File: config.mk
export PLATFORM = sky130hd
export DESIGN_NAME = urx_receiver
export DESIGN_NICKNAME = d
export VERILOG_FILES = /design/src/urx_pkg.sv /design/src/urx_baud_tick.sv /design/src/urx_char_fifo.sv /design/src/urx_receiver.sv
export SDC_FILE = /design/constraint.sdc
export NUM_CORES = 1
export LEC_CHECK = 0
export BUFFER_PORTS_ARGS = -buffer_cell sky130_fd_sc_hd__buf_4
export CORE_ASPECT_RATIO = 1.1
export CORE_MARGIN = 1.5
export CORE_UTILIZATION = 44
export DETAILED_ROUTE_END_ITERATION = 7
export PLACE_DENSITY_LB_ADDON = 0.15
export SYNTH_ARGS = -nofsm -noshare
export SYNTH_HDL_FRONTEND = slang
export SYNTH_HIERARCHICAL = 1
export SYNTH_SLANG_ARGS = --single-unit
File: constraint.sdc
create_clock -name pclk -period 2.03 [get_ports pclk]
set_input_delay 0 -clock pclk [delete_from_list [all_inputs] [get_ports pclk]]
set_output_delay 0 -clock pclk [all_outputs]
set_load 0.01 [all_outputs]
File: src/urx_pkg.sv
// package: register map, field positions, carriers and constants of the serial receiver
package urx_pkg;

  // ----------------------------------------------------------------
  // register byte addresses
  // ----------------------------------------------------------------
  localparam logic [7:0] ADDR_RCV_CTRL   = 8'h00;
  localparam logic [7:0] ADDR_RCV_DATA   = 8'h04;
  localparam logic [7:0] ADDR_DIV_LOW    = 8'h08;
  localparam logic [7:0] ADDR_DIV_HIGH   = 8'h0c;
  localparam logic [7:0] ADDR_BAUD_CTRL  = 8'h10;
  localparam logic [7:0] ADDR_XMT_CTRL   = 8'h14;
  localparam logic [7:0] ADDR_IRQ_STATUS = 8'h18;
  localparam logic [7:0] ADDR_IRQ_MASK   = 8'h1c;

  // ----------------------------------------------------------------
  // receive_status_control fields
  // ----------------------------------------------------------------
  localparam int BIT_PORT_EN  = 7;
  localparam int BIT_NINE_SEL = 6;
  localparam int BIT_CONT_EN  = 4;
  localparam int BIT_ADDR_EN  = 3;
  localparam int BIT_FRAME    = 2;
  localparam int BIT_OVERRUN  = 1;
  localparam int BIT_NINTH    = 0;
  localparam logic [7:0] CTRL_WRITE_MASK = 8'hd8;

  // interrupt status / mask fields
  localparam int IRQ_RECEIVED = 0;
  localparam int IRQ_OVERRUN  = 1;
  localparam int IRQ_WIDTH    = 2;

  // ----------------------------------------------------------------
  // reset values and counts
  // ----------------------------------------------------------------
  localparam logic [7:0]  RESET_CTRL    = 8'h00;
  localparam logic [15:0] RESET_DIVISOR = 16'h0000;
  localparam int          FIFO_DEPTH    = 2;
  localparam int          SAMPLES_BIT   = 16;
  localparam int          SAMPLE_MID    = 8;

  typedef enum logic [3:0] {
    RX_IDLE  = 4'b0001,
    RX_START = 4'b0010,
    RX_DATA  = 4'b0100,
    RX_STOP  = 4'b1000
  } urx_state_type;

  // one received character as it enters the fifo
  typedef struct packed {
    logic       frame_err;
    logic [8:0] data;
  } urx_char_type;

  typedef struct packed {
    logic       sel;
    logic       enable;
    logic       write;
    logic [7:0] addr;
    logic [31:0] wdata;
  } urx_apb_req_type;

endpackage : urx_pkg

File: src/urx_baud_tick.sv
// module: baud rate generator giving sixteen sample ticks per bit
`timescale 1ns/1ps
`default_nettype none

module urx_baud_tick (
  input  wire logic        pclk,
  input  wire logic        presetn,
  input  wire logic        run,
  input  wire logic [15:0] divisor,
  output logic             tick
);
  import urx_pkg::*;

  typedef struct packed {
    logic [15:0] count;
    logic        tick;
  } urx_baud_st_type;

  urx_baud_st_type st_ff;
  urx_baud_st_type nxt_st;

  always_comb begin
    nxt_st      = st_ff;
    nxt_st.tick = 1'b0;
    // divisor n yields one tick every n+1 clocks
    if (!run) begin
      nxt_st.count = 16'h0000;
    end else if (st_ff.count >= divisor) begin
      nxt_st.count = 16'h0000;
      nxt_st.tick  = 1'b1;
    end else begin
      nxt_st.count = st_ff.count + 16'h0001;
    end
  end

  always_ff @(posedge pclk or negedge presetn) begin
    if (!presetn) begin
      st_ff <= '0;
    end else begin
      st_ff <= nxt_st;
    end
  end

  assign tick = st_ff.tick;

endmodule : urx_baud_tick

`default_nettype wire

File: src/urx_char_fifo.sv
// module: two-entry character fifo with per-entry framing status
`timescale 1ns/1ps
`default_nettype none

module urx_char_fifo #(
  parameter int DEPTH = 2
) (
  input  wire logic                  pclk,
  input  wire logic                  presetn,
  input  wire logic                  flush,
  input  wire logic                  push,
  input  wire urx_pkg::urx_char_type push_char,
  input  wire logic                  pop,
  output urx_pkg::urx_char_type      head,
  output logic                       not_empty,
  output logic                       full
);
  import urx_pkg::*;

  localparam int AW = (DEPTH > 1) ? $clog2(DEPTH) : 1;

  typedef struct packed {
    urx_char_type [DEPTH-1:0] mem;
    logic [AW-1:0]            rd;
    logic [AW-1:0]            wr;
    logic [AW:0]              cnt;
  } urx_fifo_st_type;

  urx_fifo_st_type st_ff;
  urx_fifo_st_type nxt_st;

  function automatic logic [AW-1:0] inc_ptr(input logic [AW-1:0] p);
    inc_ptr = (p == AW'(DEPTH - 1)) ? '0 : p + AW'(1);
  endfunction : inc_ptr

  logic do_push;
  logic do_pop;

  always_comb begin
    nxt_st  = st_ff;
    do_pop  = pop && (st_ff.cnt != '0);
    do_push = push && (st_ff.cnt != (AW+1)'(DEPTH));
    if (flush) begin
      nxt_st = '0;
    end else begin
      if (do_push) begin
        nxt_st.mem[st_ff.wr] = push_char;
        nxt_st.wr            = inc_ptr(st_ff.wr);
      end
      if (do_pop) begin
        nxt_st.rd = inc_ptr(st_ff.rd);
      end
      if (do_push && !do_pop) begin
        nxt_st.cnt = st_ff.cnt + (AW+1)'(1);
      end else if (do_pop && !do_push) begin
        nxt_st.cnt = st_ff.cnt - (AW+1)'(1);
      end
    end
  end

  always_ff @(posedge pclk or negedge presetn) begin
    if (!presetn) begin
      st_ff <= '0;
    end else begin
      st_ff <= nxt_st;
    end
  end

  assign head      = (st_ff.cnt != '0) ? st_ff.mem[st_ff.rd] : '0;
  assign not_empty = (st_ff.cnt != '0);
  assign full      = (st_ff.cnt == (AW+1)'(DEPTH));

endmodule : urx_char_fifo

`default_nettype wire

File: src/urx_receiver.sv
// module: serial receiver with framing, overrun, nine-bit and address-detect handling, apb slave
//
// Added by the designer: the APB slave port and the address map.
`timescale 1ns/1ps
`default_nettype none

// Summary of operation
// RULE_01 - framing flag kept per fifo character
// RULE_02 - missing stop bit sets framing error
// RULE_03 - software reads framing flag before data
// RULE_04 - reception continues; data read advances flag
// RULE_05 - port disable clears flag; continuous-disable keeps it
// RULE_06 - framing error never raises interrupt
// RULE_07 - two-deep fifo; third character sets overrun; one completing in a data-read cycle is dropped without overrun
// RULE_08 - overrun blocks reception until enable cleared
// RULE_09 - nine-bit option shifts nine data bits
// RULE_10 - ninth bit of oldest character shown
// RULE_11 - address mode keeps only ninth-bit-set characters; code filters only when the nine-bit option is also set
// RULE_12 - software toggles address mode around messages
// RULE_13 - start, data lsb first, one stop
module urx_receiver (
  input  wire logic        pclk,
  input  wire logic        presetn,
  input  wire logic        psel,
  input  wire logic        penable,
  input  wire logic        pwrite,
  input  wire logic [7:0]  paddr,
  input  wire logic [31:0] pwdata,
  output logic [31:0]      prdata,
  output logic             pready,
  output logic             pslverr,
  input  wire logic        rx_line,
  output logic             irq
);
  import urx_pkg::*;

  // ----------------------------------------------------------------
  // state
  // ----------------------------------------------------------------
  typedef struct packed {
    urx_state_type        rx_state;
    logic [3:0]           sample_cnt;
    logic [3:0]           bit_cnt;
    logic [8:0]           shift;
    logic [7:0]           ctrl;
    logic                 overrun;
    logic [15:0]          divisor;
    logic [7:0]           baud_ctrl;
    logic [7:0]           xmt_ctrl;
    logic [IRQ_WIDTH-1:0] irq_status;
    logic [IRQ_WIDTH-1:0] irq_mask;
    logic [31:0]          rdata;
    logic                 rx_meta;
    logic                 rx_sync;
    logic                 rd_wait;
  } urx_st_type;

  urx_st_type st_ff;
  urx_st_type nxt_st;

  urx_char_type head;
  urx_char_type push_char;
  logic         fifo_not_empty;
  logic         fifo_full;
  logic         push;
  logic         pop;
  logic         flush;
  logic         tick;
  logic         port_en;
  logic         cont_en;
  logic         rd_access;
  logic         rd_take;
  logic         wr_access;
  logic         addr_hit;
  logic         char_done;
  logic         char_keep;

  assign port_en   = st_ff.ctrl[BIT_PORT_EN];
  assign cont_en   = st_ff.ctrl[BIT_CONT_EN];
  assign rd_access = psel && penable && !pwrite;
  assign wr_access = psel && penable && pwrite;
  // reads insert one wait state: data is captured in a flop in the first access
  // cycle and then stands on prdata at the edge that completes the transfer
  assign rd_take   = rd_access && !st_ff.rd_wait;
  assign pready    = !rd_take;
  assign pslverr   = psel && penable && !addr_hit;
  assign prdata    = st_ff.rdata;

  function automatic logic is_mapped(input logic [7:0] a);
    is_mapped = (a == ADDR_RCV_CTRL) || (a == ADDR_RCV_DATA) || (a == ADDR_DIV_LOW) ||
                (a == ADDR_DIV_HIGH) || (a == ADDR_BAUD_CTRL) || (a == ADDR_XMT_CTRL) ||
                (a == ADDR_IRQ_STATUS) || (a == ADDR_IRQ_MASK);
  endfunction : is_mapped

  assign addr_hit = is_mapped(paddr);

  // ----------------------------------------------------------------
  // submodules
  // ----------------------------------------------------------------
  urx_baud_tick u_baud (
    .pclk    (pclk),
    .presetn (presetn),
    .run     (port_en),
    .divisor (st_ff.divisor),
    .tick    (tick)
  );

  // a disabled port flushes the fifo so the framing flag reads low
  assign flush = !port_en;                                                   // see RULE_05
  assign pop   = rd_take && (paddr == ADDR_RCV_DATA);                        // see RULE_04

  urx_char_fifo #(.DEPTH(FIFO_DEPTH)) u_fifo (
    .pclk      (pclk),
    .presetn   (presetn),
    .flush     (flush),
    .push      (push),
    .push_char (push_char),
    .pop       (pop),
    .head      (head),
    .not_empty (fifo_not_empty),
    .full      (fifo_full)
  );

  // ----------------------------------------------------------------
  // character completion
  // ----------------------------------------------------------------
  // stop bit sampled one bit time after the last data sample, mid stop bit; low there is a framing error
  assign char_done = tick && (st_ff.rx_state == RX_STOP) && (st_ff.sample_cnt == 4'(SAMPLES_BIT - 1));
  assign char_keep = !(st_ff.ctrl[BIT_ADDR_EN] && st_ff.ctrl[BIT_NINE_SEL] && !st_ff.shift[8]); // see RULE_11
  assign push_char = {!st_ff.rx_sync,                                        // see RULE_02
                      (st_ff.ctrl[BIT_NINE_SEL] ? st_ff.shift : {1'b0, st_ff.shift[8:1]})};
  // overrun freezes intake; the fifo only sees characters while it has room
  assign push = char_done && char_keep && cont_en && !st_ff.overrun && !fifo_full; // see RULE_08

  // ----------------------------------------------------------------
  // next state
  // ----------------------------------------------------------------
  always_comb begin
    nxt_st         = st_ff;
    nxt_st.rx_meta = rx_line;
    nxt_st.rx_sync = st_ff.rx_meta;

    // receive sequencer, sixteen ticks per bit
    if (!port_en || !cont_en) begin
      nxt_st.rx_state   = RX_IDLE;
      nxt_st.sample_cnt = 4'h0;
    end else if (tick) begin
      nxt_st.sample_cnt = st_ff.sample_cnt + 4'h1;
      case (st_ff.rx_state)
        RX_IDLE: begin
          nxt_st.sample_cnt = 4'h0;
          if (!st_ff.rx_sync) begin
            nxt_st.rx_state = RX_START;
          end
        end
        RX_START: begin
          if (st_ff.sample_cnt == 4'(SAMPLE_MID - 1)) begin
            if (st_ff.rx_sync) begin
              nxt_st.rx_state = RX_IDLE;
            end else begin
              nxt_st.rx_state   = RX_DATA;
              nxt_st.sample_cnt = 4'h0;
              nxt_st.bit_cnt    = 4'h0;
            end
          end
        end
        RX_DATA: begin
          if (st_ff.sample_cnt == 4'(SAMPLES_BIT - 1)) begin
            // lsb first: each bit enters at the top and moves down
            nxt_st.shift   = {st_ff.rx_sync, st_ff.shift[8:1]};              // see RULE_13
            nxt_st.bit_cnt = st_ff.bit_cnt + 4'h1;
            // nine bits when the nine-bit option is set, else eight
            if (st_ff.bit_cnt == (st_ff.ctrl[BIT_NINE_SEL] ? 4'h8 : 4'h7)) begin // see RULE_09
              nxt_st.rx_state   = RX_STOP;
              nxt_st.sample_cnt = 4'h0;
            end
          end
        end
        RX_STOP: begin
          if (st_ff.sample_cnt == 4'(SAMPLES_BIT - 1)) begin
            nxt_st.rx_state = RX_IDLE;
          end
        end
        default: begin
          nxt_st.rx_state = RX_IDLE;
        end
      endcase
    end

    // third whole character with a full fifo
    if (char_done && char_keep && cont_en && fifo_full && !pop) begin        // see RULE_07
      nxt_st.overrun = 1'b1;
    end
    if (!port_en || !cont_en) begin                                          // see RULE_08
      nxt_st.overrun = 1'b0;
    end

    // register writes
    if (wr_access) begin
      if (paddr == ADDR_RCV_CTRL) begin
        nxt_st.ctrl = pwdata[7:0] & CTRL_WRITE_MASK;
      end else if (paddr == ADDR_DIV_LOW) begin
        nxt_st.divisor[7:0] = pwdata[7:0];
      end else if (paddr == ADDR_DIV_HIGH) begin
        nxt_st.divisor[15:8] = pwdata[7:0];
      end else if (paddr == ADDR_BAUD_CTRL) begin
        nxt_st.baud_ctrl = pwdata[7:0];
      end else if (paddr == ADDR_XMT_CTRL) begin
        nxt_st.xmt_ctrl = pwdata[7:0];
      end else if (paddr == ADDR_IRQ_MASK) begin
        nxt_st.irq_mask = pwdata[IRQ_WIDTH-1:0];
      end
    end

    // read clears status; a new event in the same cycle wins
    if (rd_take && (paddr == ADDR_IRQ_STATUS)) begin
      nxt_st.irq_status = '0;
    end
    // framing errors feed no status bit at all
    if (push) begin                                                          // see RULE_06
      nxt_st.irq_status[IRQ_RECEIVED] = 1'b1;
    end
    if (nxt_st.overrun && !st_ff.overrun) begin
      nxt_st.irq_status[IRQ_OVERRUN] = 1'b1;
    end

    // read data, captured in the first access cycle and held through the wait state
    nxt_st.rdata   = rd_access ? st_ff.rdata : 32'h0000_0000;
    nxt_st.rd_wait = rd_take;
    if (rd_take) begin
      nxt_st.rdata = 32'h0000_0000;
      if (paddr == ADDR_RCV_CTRL) begin
        // framing and ninth-bit flags always describe the oldest unread character; overrun is not per character
        nxt_st.rdata[7:0] = st_ff.ctrl;
        nxt_st.rdata[BIT_FRAME]   = head.frame_err;                          // see RULE_01
        nxt_st.rdata[BIT_OVERRUN] = st_ff.overrun;
        nxt_st.rdata[BIT_NINTH]   = head.data[8];                            // see RULE_10
      end else if (paddr == ADDR_RCV_DATA) begin
        nxt_st.rdata[7:0] = head.data[7:0];
      end else if (paddr == ADDR_DIV_LOW) begin
        nxt_st.rdata[7:0] = st_ff.divisor[7:0];
      end else if (paddr == ADDR_DIV_HIGH) begin
        nxt_st.rdata[7:0] = st_ff.divisor[15:8];
      end else if (paddr == ADDR_BAUD_CTRL) begin
        nxt_st.rdata[7:0] = st_ff.baud_ctrl;
      end else if (paddr == ADDR_XMT_CTRL) begin
        nxt_st.rdata[7:0] = st_ff.xmt_ctrl;
      end else if (paddr == ADDR_IRQ_STATUS) begin
        nxt_st.rdata[IRQ_WIDTH-1:0] = st_ff.irq_status;
      end else if (paddr == ADDR_IRQ_MASK) begin
        nxt_st.rdata[IRQ_WIDTH-1:0] = st_ff.irq_mask;
      end
    end
  end

  always_ff @(posedge pclk or negedge presetn) begin
    if (!presetn) begin
      st_ff          <= '0;
      st_ff.rx_state <= RX_IDLE;
      st_ff.ctrl     <= RESET_CTRL;
      st_ff.divisor  <= RESET_DIVISOR;
      st_ff.rx_meta  <= 1'b1;
      st_ff.rx_sync  <= 1'b1;
    end else begin
      st_ff <= nxt_st;
    end
  end

  assign irq = |(st_ff.irq_status & st_ff.irq_mask);

  // ----------------------------------------------------------------
  // checks
  // ----------------------------------------------------------------
  property p_port_off_clears;
    @(posedge pclk) disable iff (!presetn)
      !port_en |=> !head.frame_err && !fifo_not_empty;
  endproperty
  a_port_off_clears: assert property (p_port_off_clears) else $error("port disable left fifo"); // see RULE_05

  property p_cont_off_keeps_frame;
    @(posedge pclk) disable iff (!presetn)
      (port_en && $fell(cont_en) && !$past(pop) && !$past(push)) |-> head.frame_err == $past(head.frame_err);
  endproperty
  a_cont_off_keeps_frame: assert property (p_cont_off_keeps_frame) else $error("framing flag moved"); // see RULE_05

  property p_overrun_blocks;
    @(posedge pclk) disable iff (!presetn)
      (st_ff.overrun && port_en && !pop) |=> $stable(head) && $stable(fifo_not_empty);
  endproperty
  a_overrun_blocks: assert property (p_overrun_blocks) else $error("push during overrun"); // see RULE_08

  property p_overrun_cause;
    @(posedge pclk) disable iff (!presetn)
      (char_done && char_keep && cont_en && port_en && fifo_full && !pop) |=> st_ff.overrun;
  endproperty
  a_overrun_cause: assert property (p_overrun_cause) else $error("overrun missed"); // see RULE_07

  property p_overrun_clear;
    @(posedge pclk) disable iff (!presetn)
      (!cont_en || !port_en) |=> !st_ff.overrun;
  endproperty
  a_overrun_clear: assert property (p_overrun_clear) else $error("overrun not cleared"); // see RULE_08

  property p_addr_filter;
    @(posedge pclk) disable iff (!presetn)
      (push && st_ff.ctrl[BIT_ADDR_EN] && st_ff.ctrl[BIT_NINE_SEL]) |-> push_char.data[8];
  endproperty
  a_addr_filter: assert property (p_addr_filter) else $error("non-address char kept"); // see RULE_11

  property p_frame_from_stop;
    @(posedge pclk) disable iff (!presetn)
      push |-> push_char.frame_err == !$past(rx_line, 2);
  endproperty
  a_frame_from_stop: assert property (p_frame_from_stop) else $error("framing error mismatch"); // see RULE_02

  property p_no_frame_irq;
    @(posedge pclk) disable iff (!presetn)
      (!push && !(nxt_st.overrun && !st_ff.overrun)) |=> !$rose(|st_ff.irq_status);
  endproperty
  a_no_frame_irq: assert property (p_no_frame_irq) else $error("spurious interrupt status"); // see RULE_06

  property p_pop_advances;
    @(posedge pclk) disable iff (!presetn)
      (pop && fifo_full && !push && port_en) |=> fifo_not_empty && !fifo_full;
  endproperty
  a_pop_advances: assert property (p_pop_advances) else $error("pop did not advance"); // see RULE_04

endmodule : urx_receiver

`default_nettype wire

==> impl_metrics.toml <==
[status]
outcome = "complete, no violations"

[placed_design]
dp_hpwl_um = 11040
gp_congestion = 0.8119
dp_slack_ps = 58.92
port_buffers = 32

[worst_setup_path]
critical-path-top-delay-family = "simple AND/OR/NAND/NOR gates"
critPathBufInv = 2
r2r_start = "st_ff[98]"
r2r_slack_ps = 10
critPathLaunchType = "flip-flop"
r2r_end = "st_ff[84]"
cp_slowest_cell = "nor4b_1"
cp_slowest_stage_delay_ps = 530
r2r_cells = 5
critPathArrivalTime_ps = 2320
crit_chain = "buf_4 -> nor4b_1 -> and3_1 -> buf_12 -> mux2_2"
cp_max_fo = 9
critPathCaptureType = "flip-flop"
critPathRequiredTime_ps = 2330
critical_path_class = "reg -> reg"

[synth]
syn_area_sq_um = 6678
synth_warnings = 6
synth.avg_cell_area_sq_um = 10.47
syn_inst = 638

[layout]
antenna_cells = 0
utilization = 0.5312
area_growth_pct = 18.81
drive_gt1_frac = 0.2782
final_nets = 771
final_common_cell = "dfrtp_1"
mostFrequentLayoutCells = "111 x dfrtp_1, 66 x buf_4, 49 x mux2_2, 41 x nand2_1"
fillers = 1354

[global_routing]
grt-ovfl-total = 0
grt_max_degree = 43
grt_pass1_wl_um = 25140
grt_pass1_vias = 4869
antenna_found_initial = 0
gr-usage-all-layers = 0.2034

[clock_tree]
ctsHtreeMaxLevel = 4
cts_num_sinks = 114
clk_pin_slew_worst_paths_ps = 60
clock_path_buffers = 2
numCtsBuffers = 17
root_buffer = "clkbuf_16"
cts_tree = "yes"
clock_latency_ps = 420

[sta]
hold_viol = 0
finalCritPeriodShare = 0.9950
skew_ps = 6.231
tns_ps = 0
drv_slew = 0
rsz0062_at_grt = "yes"
tightest_slew_ps = 571.3
max_freq_ghz = 0.4951
post-route-min-period_ps = 2020
slew_headroom = 0.6137
final-setup-viol-count = 0
setup_slack_ps = 10.10

[floorplan]
coreArea_sq_um = 14940
io_pins = 81
floorplan.rows = 47
dieArea_sq_um = 15930
die_w_um = 120.5
start_util = 0.4471
fp.dieH_um = 132.2

[detailed_routing]
via_count = 4840
drt_iter0_markers = 287
wl_per_cell_um = 16.74
wirelength_um = 15310
dr.pass1.iters = 4
drc = 0
via_per_inst = 5.290
ant_nets = 0

[power]
ir_drop_mv = 0.6535
p_total_uw = 5518
powerDensity_nw_per_um2 = 695.5
p_leak_uw = 0.003570

[run]
max_cap_violations = 0

[min_path]
min_delay_path_depth = 4
hold_start = "paddr[6]"
hold_path_class = "in -> reg"
hold_end = "st_ff[36]"
==> tightest hold or removal path: stages <==
cell,delay (ps)
buf_4,120
nor4b_4,60
nand2_1,100
mux2_2,150
==> layout make-up <==
type                       instances  area [sq um]  share of cell area
clock inverter                    10         107.6             0.01356
sequential                       114          2856              0.3600
multi-input combinational        465          3457              0.4357
clock buffer                      22         474.2             0.05977
timing repair buffer              82         695.7             0.08768
tap                              196         245.2             0.03091
inverter                          26         97.59             0.01230
==> where the power goes <==
part           internal (uW)  switching (uW)
clock                   1890            1050
combinational            104             172
sequential              2290            11.8
==> how the worst max path moves through the flow <==
stage	start	cells past startpoint	end	slack, ps
6_report	st_ff[98]	5	st_ff[84]	10
5_1_grt	st_ff[98]	5	st_ff[84]	-9
4_1_cts	st_ff[98]	5	st_ff[84]	40
3_5_place_dp	st_ff[98]	5	st_ff[84]	60
3_3_place_gp	st_ff[98]	8	u_fifo/st_ff[1]	120
2_1_floorplan	st_ff[93]	8	u_fifo/st_ff[10]	160
==> flip-flops by register name, summed over array words and instances (netlist names) <==
signal and cells:
st_ff 62, u_fifo/st_ff 24, u_baud/st_ff 16, prdata 8, cont_en 1, nxt_st 1
port_en 1, u_baud/tick 1
==> stage by stage <==
stage          cells  hold slack [ps]  cell area [sq um]
2_1_floorplan    661           -295.6               6769
3_3_place_gp     868            14.32               7179
3_5_place_dp     868            26.89               7179
4_1_cts          912            23.94               7881
5_1_grt          915            43.65               7934
6_report         915            36.05               7934
==> layer usage <==
layer  vias up  GRT usage  part of all wire
met5         -          0                 0
met4         0    0.07320             0.021
met3        28    0.04844             0.033
met2        89     0.3374              0.50
met1      2382     0.2585              0.45
li1       2341          -                 -
==> repair_timing <==
item                                   CTS  global route
buffers inserted                         0             3
setup endpoints to repair                0            28
endpoints found under the hold margin   75             0
resized for setup                        0             8
hold buffers                            12             0
(Power assumes the default switching activity.)
